[src/logic/mrsf_defines.svh]
// constants of the reset source and flag block
// included by the block; definitions only
`ifndef MRSF_DEFINES_SVH
`define MRSF_DEFINES_SVH
`define MRSF_CLK_PERIOD_NS 10
`define MRSF_LVR_MIN_NS 1000
`define MRSF_LVR_MIN_CYC ((`MRSF_LVR_MIN_NS + `MRSF_CLK_PERIOD_NS - 1) / `MRSF_CLK_PERIOD_NS)
`define MRSF_SST_CYC 1024
`define MRSF_ADDR_CTRL 8'h00
`define MRSF_ADDR_STAT 8'h04
`define MRSF_ADDR_IRQ_STAT 8'h08
`define MRSF_ADDR_IRQ_MASK 8'h0C
`define MRSF_CTRL_WDT_KICK 0
`define MRSF_CTRL_PDOWN 1
`define MRSF_CTRL_WDT_FORCE 2
`define MRSF_STAT_TO 0
`define MRSF_STAT_PDF 1
`define MRSF_STAT_RUN 2
`define MRSF_EV_PIN 0
`define MRSF_EV_LVR 1
`define MRSF_EV_WDT 2
`define MRSF_EV_WDT_PD 3
`define MRSF_PORT_RESET 8'hFF
`define MRSF_WDT_WIDTH 16
`endif

[src/logic/mrsf_pkg.sv]
// types of the reset source and flag block
// assumes mrsf_defines.svh is on the include path
package mrsf_pkg;
    typedef enum logic [1:0] {
        MRSF_ST_HOLD = 2'b00,
        MRSF_ST_START = 2'b01,
        MRSF_ST_RUN = 2'b10,
        MRSF_ST_PDOWN = 2'b11
    } mrsf_state_t;
endpackage : mrsf_pkg

[src/logic/mrsf_reset_ctrl.sv]
// reset source combiner, start-up timer and reset flags with an axi4-lite slave
// assumes one 100 MHz clock; pin and supply inputs synchronous; options are static straps
// Operation
// - pin low while running resets program counter to zero, restart there.
// - shared pin acts as reset only when the reset option selects it.
// - low supply causes reset only when it lasts beyond the minimum time.
// - low supply reset enable and trip level come from options, not registers.
// - watchdog timeout when running acts like pin reset, plus timeout flag.
// - watchdog timeout in power-down clears only counter and stack pointer.
// - pin reset at power-on leaves both flags at zero.
// - pin wake from power-down clears both flags.
// - pin or low supply reset while running clears both flags.
// - watchdog timeout while running sets timeout flag, keeps power-down flag.
// - watchdog timeout in power-down sets both flags.
// - after power-on all interrupt sources are disabled.
// - after power-on the watchdog counter clears and counts at once.
// - after power-on timers are off and prescaler is cleared.
// - after power-on ports are inputs, data and direction all ones.
// - after power-on stack pointer addresses top of stack.
// - start-up timer delay follows reset release before execution.
//
// The AXI4-Lite interface to the registers and the register addresses are this design's own decisions.
`timescale 1ns/1ps
`include "mrsf_defines.svh"
module mrsf_reset_ctrl #(
    parameter int SST_CYC = `MRSF_SST_CYC,
    parameter int LVR_CYC = `MRSF_LVR_MIN_CYC,
    parameter int WDT_WIDTH = `MRSF_WDT_WIDTH,
    parameter int PORT_WIDTH = 8
) (
    input wire logic clock,
    input wire logic reset_n,
    input wire logic ext_reset_pin,
    input wire logic opt_pin_is_reset,
    input wire logic opt_low_supply_reset_en,
    input wire logic [1:0] opt_supply_trip_level,
    input wire logic [3:0] supply_below_level,
    output logic shared_port_pin_in,
    output logic core_reset,
    output logic core_run,
    output logic pc_clear,
    output logic sp_clear,
    output logic intr_disable,
    output logic timer_off,
    output logic [PORT_WIDTH-1:0] port_data_init,
    output logic [PORT_WIDTH-1:0] port_dir_init,
    output logic watchdog_timeout_flag,
    output logic powerdown_flag,
    output logic [WDT_WIDTH-1:0] watchdog_counter,
    output logic irq,
    input wire logic [7:0] s_axi_awaddr,
    input wire logic s_axi_awvalid,
    output logic s_axi_awready,
    input wire logic [31:0] s_axi_wdata,
    input wire logic [3:0] s_axi_wstrb,
    input wire logic s_axi_wvalid,
    output logic s_axi_wready,
    output logic [1:0] s_axi_bresp,
    output logic s_axi_bvalid,
    input wire logic s_axi_bready,
    input wire logic [7:0] s_axi_araddr,
    input wire logic s_axi_arvalid,
    output logic s_axi_arready,
    output logic [31:0] s_axi_rdata,
    output logic [1:0] s_axi_rresp,
    output logic s_axi_rvalid,
    input wire logic s_axi_rready
);
    mrsf_pkg::mrsf_state_t state_reg;
    logic [31:0] sst_cnt_reg;
    logic [31:0] lvr_cnt_reg;
    logic [WDT_WIDTH-1:0] wdt_reg;
    logic to_reg;
    logic pdf_reg;
    logic pd_wake_reg;
    logic [3:0] irq_stat_reg;
    logic [3:0] irq_mask_reg;
    logic pin_low;
    logic supply_low;
    logic lvr_trip;
    logic wdt_trip;
    logic full_reset;
    logic [3:0] events;
    logic aw_held_reg;
    logic w_held_reg;
    logic [7:0] awaddr_reg;
    logic [31:0] wdata_reg;
    logic [3:0] wstrb_reg;
    logic wr_fire;
    logic rd_stat_clear;
    logic kick;
    logic pd_req;
    logic wdt_force;

    assign pin_low = opt_pin_is_reset & ~ext_reset_pin;
    assign shared_port_pin_in = opt_pin_is_reset ? 1'b1 : ext_reset_pin;
    assign supply_low = supply_below_level[opt_supply_trip_level];

    // dip filter: only a low that outlasts the minimum time trips
    always_ff @(posedge clock or negedge reset_n) begin
        if (!reset_n) begin
            lvr_cnt_reg <= 32'h00000000;
        end else if (!(opt_low_supply_reset_en && supply_low)) begin
            lvr_cnt_reg <= 32'h00000000;
        end else if (lvr_cnt_reg <= LVR_CYC) begin
            lvr_cnt_reg <= lvr_cnt_reg + 32'h00000001;
        end
    end
    assign lvr_trip = lvr_cnt_reg > LVR_CYC;

    assign wdt_trip = (&wdt_reg) | wdt_force;
    assign full_reset = pin_low | lvr_trip |
        (wdt_trip && state_reg == mrsf_pkg::MRSF_ST_RUN);

    // the sequencer keeps the core held until the start-up timer runs out
    always_ff @(posedge clock or negedge reset_n) begin
        if (!reset_n) begin
            state_reg <= mrsf_pkg::MRSF_ST_HOLD;
            sst_cnt_reg <= 32'h00000000;
        end else if (full_reset) begin
            state_reg <= mrsf_pkg::MRSF_ST_HOLD;
            sst_cnt_reg <= 32'h00000000;
        end else begin
            case (state_reg)
                mrsf_pkg::MRSF_ST_HOLD: begin
                    state_reg <= mrsf_pkg::MRSF_ST_START;
                    sst_cnt_reg <= 32'h00000000;
                end
                mrsf_pkg::MRSF_ST_START: begin
                    if (sst_cnt_reg >= SST_CYC - 1) begin
                        state_reg <= mrsf_pkg::MRSF_ST_RUN;
                    end else begin
                        sst_cnt_reg <= sst_cnt_reg + 32'h00000001;
                    end
                end
                mrsf_pkg::MRSF_ST_RUN: begin
                    if (pd_req) begin
                        state_reg <= mrsf_pkg::MRSF_ST_PDOWN;
                    end
                end
                mrsf_pkg::MRSF_ST_PDOWN: begin
                    if (wdt_trip) begin
                        // partial wake-up, still waits out the start-up timer
                        state_reg <= mrsf_pkg::MRSF_ST_START;
                        sst_cnt_reg <= 32'h00000000;
                    end
                end
                default: begin
                    state_reg <= mrsf_pkg::MRSF_ST_HOLD;
                end
            endcase
        end
    end

    // the power-down flag survives a running watchdog reset, so it cannot tell a
    // partial wake from a full reset; this bit remembers which start-up is under way
    always_ff @(posedge clock or negedge reset_n) begin
        if (!reset_n) begin
            pd_wake_reg <= 1'b0;
        end else if (full_reset) begin
            pd_wake_reg <= 1'b0;
        end else if (wdt_trip && state_reg == mrsf_pkg::MRSF_ST_PDOWN) begin
            pd_wake_reg <= 1'b1;
        end else if (state_reg == mrsf_pkg::MRSF_ST_RUN) begin
            pd_wake_reg <= 1'b0;
        end
    end

    assign core_reset = state_reg == mrsf_pkg::MRSF_ST_HOLD ||
        (state_reg == mrsf_pkg::MRSF_ST_START && !pd_wake_reg);
    assign core_run = state_reg == mrsf_pkg::MRSF_ST_RUN;
    assign pc_clear = state_reg != mrsf_pkg::MRSF_ST_RUN &&
        state_reg != mrsf_pkg::MRSF_ST_PDOWN;
    assign sp_clear = pc_clear;
    assign intr_disable = core_reset;
    assign timer_off = core_reset;
    assign port_data_init = core_reset ? {PORT_WIDTH{1'b1}} : {PORT_WIDTH{1'b0}};
    assign port_dir_init = port_data_init;

    // watchdog: cleared by any full reset, counts right after it
    always_ff @(posedge clock or negedge reset_n) begin
        if (!reset_n) begin
            wdt_reg <= '0;
        end else if (full_reset || state_reg == mrsf_pkg::MRSF_ST_HOLD || kick) begin
            wdt_reg <= '0;
        end else if (wdt_trip) begin
            wdt_reg <= '0;
        end else begin
            wdt_reg <= wdt_reg + 1'b1;
        end
    end
    assign watchdog_counter = wdt_reg;

    // flags: pin and supply win over the watchdog; the watchdog wins over power-down and kick
    always_ff @(posedge clock or negedge reset_n) begin
        if (!reset_n) begin
            to_reg <= 1'b0;
            pdf_reg <= 1'b0;
        end else if (pin_low || lvr_trip) begin
            to_reg <= 1'b0;
            pdf_reg <= 1'b0;
        end else if (wdt_trip && state_reg == mrsf_pkg::MRSF_ST_PDOWN) begin
            to_reg <= 1'b1;
            pdf_reg <= 1'b1;
        end else if (wdt_trip && state_reg == mrsf_pkg::MRSF_ST_RUN) begin
            to_reg <= 1'b1;
        end else if (pd_req && state_reg == mrsf_pkg::MRSF_ST_RUN) begin
            pdf_reg <= 1'b1;
            to_reg <= 1'b0;
        end else if (kick) begin
            to_reg <= 1'b0;
            pdf_reg <= 1'b0;
        end
    end
    assign watchdog_timeout_flag = to_reg;
    assign powerdown_flag = pdf_reg;

    assign events[`MRSF_EV_PIN] = pin_low;
    assign events[`MRSF_EV_LVR] = lvr_trip;
    assign events[`MRSF_EV_WDT] = wdt_trip && state_reg == mrsf_pkg::MRSF_ST_RUN;
    assign events[`MRSF_EV_WDT_PD] = wdt_trip && state_reg == mrsf_pkg::MRSF_ST_PDOWN;

    // a set in the same cycle as the clearing read survives
    always_ff @(posedge clock or negedge reset_n) begin
        if (!reset_n) begin
            irq_stat_reg <= 4'h0;
        end else begin
            irq_stat_reg <= (rd_stat_clear ? 4'h0 : irq_stat_reg) | events;
        end
    end
    assign irq = |(irq_stat_reg & irq_mask_reg);

    // axi4-lite write: address and data taken in either order
    assign s_axi_awready = !aw_held_reg && !s_axi_bvalid;
    assign s_axi_wready = !w_held_reg && !s_axi_bvalid;
    assign wr_fire = aw_held_reg && w_held_reg && !s_axi_bvalid;
    always_ff @(posedge clock or negedge reset_n) begin
        if (!reset_n) begin
            aw_held_reg <= 1'b0;
            w_held_reg <= 1'b0;
            awaddr_reg <= 8'h00;
            wdata_reg <= 32'h00000000;
            wstrb_reg <= 4'h0;
            s_axi_bvalid <= 1'b0;
        end else begin
            if (s_axi_awvalid && s_axi_awready) begin
                aw_held_reg <= 1'b1;
                awaddr_reg <= s_axi_awaddr;
            end
            if (s_axi_wvalid && s_axi_wready) begin
                w_held_reg <= 1'b1;
                wdata_reg <= s_axi_wdata;
                wstrb_reg <= s_axi_wstrb;
            end
            if (wr_fire) begin
                aw_held_reg <= 1'b0;
                w_held_reg <= 1'b0;
                s_axi_bvalid <= 1'b1;
            end else if (s_axi_bready) begin
                s_axi_bvalid <= 1'b0;
            end
        end
    end
    assign s_axi_bresp = 2'b00;

    // control bits act as one-cycle strobes; mask is a plain register
    assign kick = wr_fire && awaddr_reg == `MRSF_ADDR_CTRL && wstrb_reg[0] &&
        wdata_reg[`MRSF_CTRL_WDT_KICK];
    assign pd_req = wr_fire && awaddr_reg == `MRSF_ADDR_CTRL && wstrb_reg[0] &&
        wdata_reg[`MRSF_CTRL_PDOWN];
    assign wdt_force = wr_fire && awaddr_reg == `MRSF_ADDR_CTRL && wstrb_reg[0] &&
        wdata_reg[`MRSF_CTRL_WDT_FORCE];
    always_ff @(posedge clock or negedge reset_n) begin
        if (!reset_n) begin
            irq_mask_reg <= 4'h0;
        end else if (wr_fire && awaddr_reg == `MRSF_ADDR_IRQ_MASK && wstrb_reg[0]) begin
            irq_mask_reg <= wdata_reg[3:0];
        end
    end

    // axi4-lite read: one cycle after the address is taken
    assign s_axi_arready = !s_axi_rvalid;
    assign rd_stat_clear = s_axi_arvalid && s_axi_arready &&
        s_axi_araddr == `MRSF_ADDR_IRQ_STAT;
    always_ff @(posedge clock or negedge reset_n) begin
        if (!reset_n) begin
            s_axi_rvalid <= 1'b0;
            s_axi_rdata <= 32'h00000000;
            s_axi_rresp <= 2'b00;
        end else if (s_axi_arvalid && s_axi_arready) begin
            s_axi_rvalid <= 1'b1;
            s_axi_rresp <= 2'b00;
            case (s_axi_araddr)
                `MRSF_ADDR_CTRL: s_axi_rdata <= 32'h00000000;
                `MRSF_ADDR_STAT: s_axi_rdata <= {29'h00000000, core_run, pdf_reg, to_reg};
                `MRSF_ADDR_IRQ_STAT: s_axi_rdata <= {28'h0000000, irq_stat_reg};
                `MRSF_ADDR_IRQ_MASK: s_axi_rdata <= {28'h0000000, irq_mask_reg};
                default: begin
                    s_axi_rdata <= 32'h00000000;
                    s_axi_rresp <= 2'b10;
                end
            endcase
        end else if (s_axi_rready) begin
            s_axi_rvalid <= 1'b0;
        end
    end
endmodule : mrsf_reset_ctrl

[config.mk]
export PLATFORM = sky130hd
export DESIGN_NAME = mrsf_reset_ctrl
export DESIGN_NICKNAME = d
export VERILOG_FILES = /design/src/logic/mrsf_pkg.sv /design/src/logic/mrsf_reset_ctrl.sv
export VERILOG_INCLUDE_DIRS = /design/src /design/src/logic
export SDC_FILE = /design/constraint.sdc
export NUM_CORES = 1
export LEC_CHECK = 0
export ABC_AREA = 0
export ABC_CLOCK_PERIOD_IN_PS = 2500
export BUFFER_PORTS_ARGS = -buffer_cell sky130_fd_sc_hd__buf_2
export CAP_MARGIN = 20
export CORE_MARGIN = 1
export CORE_UTILIZATION = 50
export CTS_BUF_LIST = sky130_fd_sc_hd__clkbuf_4
export DETAILED_ROUTE_END_ITERATION = 8
export GPL_ROUTABILITY_DRIVEN = 1
export GPL_TIMING_DRIVEN = 0
export PLACE_DENSITY = 0.8
export SYNTH_ARGS = -nofsm -noshare
export SYNTH_HDL_FRONTEND = slang
export SYNTH_SLANG_ARGS = --single-unit
export TNS_END_PERCENT = 20
[constraint.sdc]
create_clock -name clock -period 2.5 [get_ports clock]
set_clock_uncertainty 0.05 [all_clocks]
set_input_delay 0.375 -clock clock [delete_from_list [all_inputs] [get_ports clock]]
set_output_delay 0.375 -clock clock [all_outputs]
set_load 0.01 [all_outputs]
==> qor.log <==
INFO  placed_design  dp_hpwl=7750µm
INFO  final_layout   synthToLayoutAreaGrowth=23.5%
INFO  synth          synth_area_per_cell=10.7µm²
INFO  clock_network  cts.reportedPaths.clkPinSlew=0.11ns
INFO  floorplan      design.die.area=11,400µm²
INFO  synth          postSynthRegisterBits=115
INFO  sta            timing.final.crit_period=2.61ns
INFO  final_layout   multiInputGateArea=2330µm²
INFO  power_and_ir_drop worst_supply_voltage_drop_on_vdd=420µV
INFO  job            drv.max_cap_violation_count=0
INFO  final_layout   final_cell_count_no_fill=818
INFO  synth          synth_top_area_share=0.522
INFO  final_layout   layout-drive-gt1-share=0.361
INFO  floorplan      num_rows=37
INFO  synth          synth_enable_flop_cells=0
INFO  floorplan      fp.dieH=107µm
INFO  global_routing vias_in_the_first_global_route=4,018
INFO  clock_network  clk_latency=0.49ns
INFO  critical_path  critical_path_s_slowest_cell=or4_4
INFO  critical_path  endpoint_kind_of_the_worst_setup_timing_path=register
INFO  power_and_ir_drop total_leakage_power=3.36nW
INFO  synth          synth.area.top_cells=dfrtp_1 (52%), buf_4 (6.8%), mux2_2 (4.3%)
INFO  floorplan      ioPinCount=151
INFO  final_layout   most_common_library_cell_in_the_layout_ignoring_fill_and_taps=dfrtp_1
INFO  sta            timing.final.max_slew_violations=0
INFO  clock_network  cts_buffer_depth=2
INFO  global_routing globalRoute.totalOverflow=0
INFO  routing        routed_wl=11,300µm
INFO  synth          synth-seq-area-share=0.522
INFO  clock_network  number_of_buffers_added_by_the_clock_tree_synthesis_step=17
INFO  placed_design  placedInstanceArea=6260µm²
INFO  sta            layout_worst_path_cycle_share=1.05
INFO  hold_path      hold_path_class=input pin to register
INFO  final_layout   seqCellArea=2880µm²
INFO  status         failing_checks=negative setup slack
INFO  final_layout   final_core_utilization=0.647
INFO  sta            setup_slack=-0.114ns
INFO  sta            final_hold_viol_count=0
INFO  critical_path  cp_data_required_time=2.86ns
INFO  routing        routedWlPerCell=13.8µm
INFO  sta            worst_slew_pin_tran=0.880ns
INFO  critical_path  timing.setup.critical_path_class=register to register
INFO  critical_path  kind_of_start_point_of_the_critical_path=register
INFO  synth          ys.warnings.count=0
INFO  routing        detailedRoute.firstIterationViolations=307
INFO  power_and_ir_drop power-per-cell-area=853nW/µm²
INFO  routing        drt-vias-per-instance=5.04
INFO  final_layout   layout_common_cells=dfrtp_1 (114), buf_2 (87), buf_4 (65), nand2_1 (42), nor2_1 (38)
INFO  sta            rsz_0062_raised_after_global_routing=yes
INFO  synth          synth_cell_types=55
INFO  critical_path  cp_slowest_stage_delay=0.62ns
INFO  power_and_ir_drop fin_total_pwr=0.00580W
INFO  global_routing wire_length_of_the_first_global_routing_pass=17,700µm
INFO  final_layout   fillers=798
INFO  placed_design  cell_count_post_placement=770
INFO  floorplan      chipWidth=107µm
INFO  synth          syn_area=5510µm²
INFO  synth          async_flop_share=1.00
INFO  global_routing grt_util_all_layers=0.197
INFO  synth          synth_area_leader_cell=dfrtp_1
INFO  floorplan      starting_density_of_the_core=0.524
INFO  placed_design  port_buf_inserts=88
INFO  critical_path  timing.critical_path.arrival=2.98ns
INFO  synth          syn_inst=515
INFO  critical_path  critical_r2r_launch=lvr_cnt_reg[0]
INFO  clock_network  clockRootBuffer=clkbuf_4
INFO  synth          synth_ff_type=dfrtp_1
INFO  global_routing maximum_number_of_pins_on_one_net_before_global_route_repair=72
INFO  sta            finalSetupViolations=33
INFO  clock_network  clk_sink_count=115
INFO  critical_path  critical_path.max_fanout=7
INFO  final_layout   design_area=6800µm²
INFO  placed_design  gp_routability_congestion=0.809
INFO  routing        drt_drc_violations_left=0
INFO  routing        count_of_tritonroute_iterations_in_the_first_routing_pass=5
INFO  final_layout   number_of_nets_in_the_finished_design=747
INFO  routing        via_count=4,123
INFO  sta            max_freq=0.383GHz
INFO  global_routing antenna_found_initial=0
INFO  sta            relSlewSlack=0.413
INFO  status         status=finished with violations
INFO  sta            timing.hold.ws=0.0654ns
INFO  hold_path      hold_path_startpoint=s_axi_awaddr[4]
INFO  critical_path  crit_start=lvr_cnt_reg[0]
INFO  critical_path  cell_by_cell_trace_of_the_critical_path=inv_2 -> ha_4 -> nor2b_2 -> o311a_1 -> or4_4 -> a21oi_4 -> buf_4 -> buf_6 -> a31oi_1 -> o21ai_1
INFO  clock_network  cts-htree-levels=4
INFO  routing        number_of_antenna_violating_nets_in_the_routed_design=0
INFO  final_layout   antenna_cells=0
INFO  floorplan      fp.coreArea=10,500µm²
INFO  clock_network  cts_tree=done
## what timing repair did
action | in CTS | in global routing
hold endpoints to repair | 71 | 1
hold buffers | 2 | 1
endpoints found under the setup margin | 32 | 60
buffers inserted | 1 | 13
cloned | 0 | 1
gates resized for setup | 5 | 27
pin swaps | 1 | 13
## metrics by stage
| stage | worst slack (ns) | TNS [ns] |
|---|---|---|
| after floorplan | 0.223 | 0 |
| after global placement | -0.242 | -28.19 |
| after detailed placement | -0.212 | -1.25 |
| after CTS | 0.00957 | 0 |
| after global routing | -0.192 | -4.06 |
| final | -0.114 | -0.963 |
## cell type report
class | count | area share
flip-flops and latches | 115 | 0.423
multi-input cells | 347 | 0.342
repair buffers | 107 | 0.0896
plain buffers | 61 | 0.0675
well taps | 136 | 0.0250
clock inverters | 13 | 0.0210
clock buffers | 18 | 0.0199
inverters | 21 | 0.0116
## path summary, 6_finish.rpt
path / end / slack [ns] / cells past startpoint
min in group asynchronous: awaddr_reg[1] / 0.48 / 2
worst max-delay path: sst_cnt_reg[4] / -0.11 / 10
worst max register to register: sst_cnt_reg[4] / -0.11 / 10
max in group asynchronous: sst_cnt_reg[21] / 1.16 / 3
worst min-delay path: awaddr_reg[4] / 0.07 / 2
worst min register to register: s_axi_rdata[3] / 0.44 / 2
## synth_stat cells, drive strengths merged, types with 2 or more instances
master	n
buf	56
o31ai	2
nor4	16
and3	5
xnor2	12
clkbuf	6
ha	9
or4	2
nor2	39
or2	2
o21ai	18
nor4b	2
inv	21
o2bb2ai	2
nand3	15
and2	29
nor2b	27
a21o	5
a31oi	10
dfrtp	115
or3b	2
nor3b	2
nand2	43
or3	2
xor2	7
o21a	2
nand4	10
a22oi	5
mux2	21
mux2i	3
nor3	8
a21oi	5
## worst max-delay path, delay by kind of cell (launching register included)
family,cells,cell delay (ns)
AO/OA/AOI/OAI,4,0.89
buffers and inverters,3,0.38
AND/OR/NAND/NOR,2,0.65
adder cells (fa/ha/maj),1,0.14
flip-flops,1,0.44
## kinds of logic (layout without fill, tap and decap cells)
| group | count (synthesis) | after routing | synth area share |
|---|---|---|---|
| compound gates | 56 | 56 | 0.0713 |
| xor+xnor | 19 | 19 | 0.0302 |
| fa+ha+maj | 9 | 9 | 0.0204 |
| buf+inv | 83 | 220 | 0.0988 |
| flops | 115 | 115 | 0.522 |
| mux | 24 | 24 | 0.0484 |
| other cells | 1 | 31 | 0.000681 |
| simple gates | 208 | 208 | 0.208 |
## routing by layer
metal	vias up	global-route usage	part of all wire
met5	-	0	0
met4	0	0.0665	0.0086
met3	10	0.0608	0.050
met2	126	0.339	0.51
met1	1993	0.234	0.43
li1	1994	-	-
## power by group
group / total [W] / switching [W] / leakage [nW] / internal (W)
Clock: 0.00136 / 0.000673 / 0.154 / 0.000682
Sequential: 0.00221 / 0.000159 / 1.54 / 0.00205
Combinational: 0.00224 / 0.00114 / 1.67 / 0.00110
(Power assumes the default switching activity.)
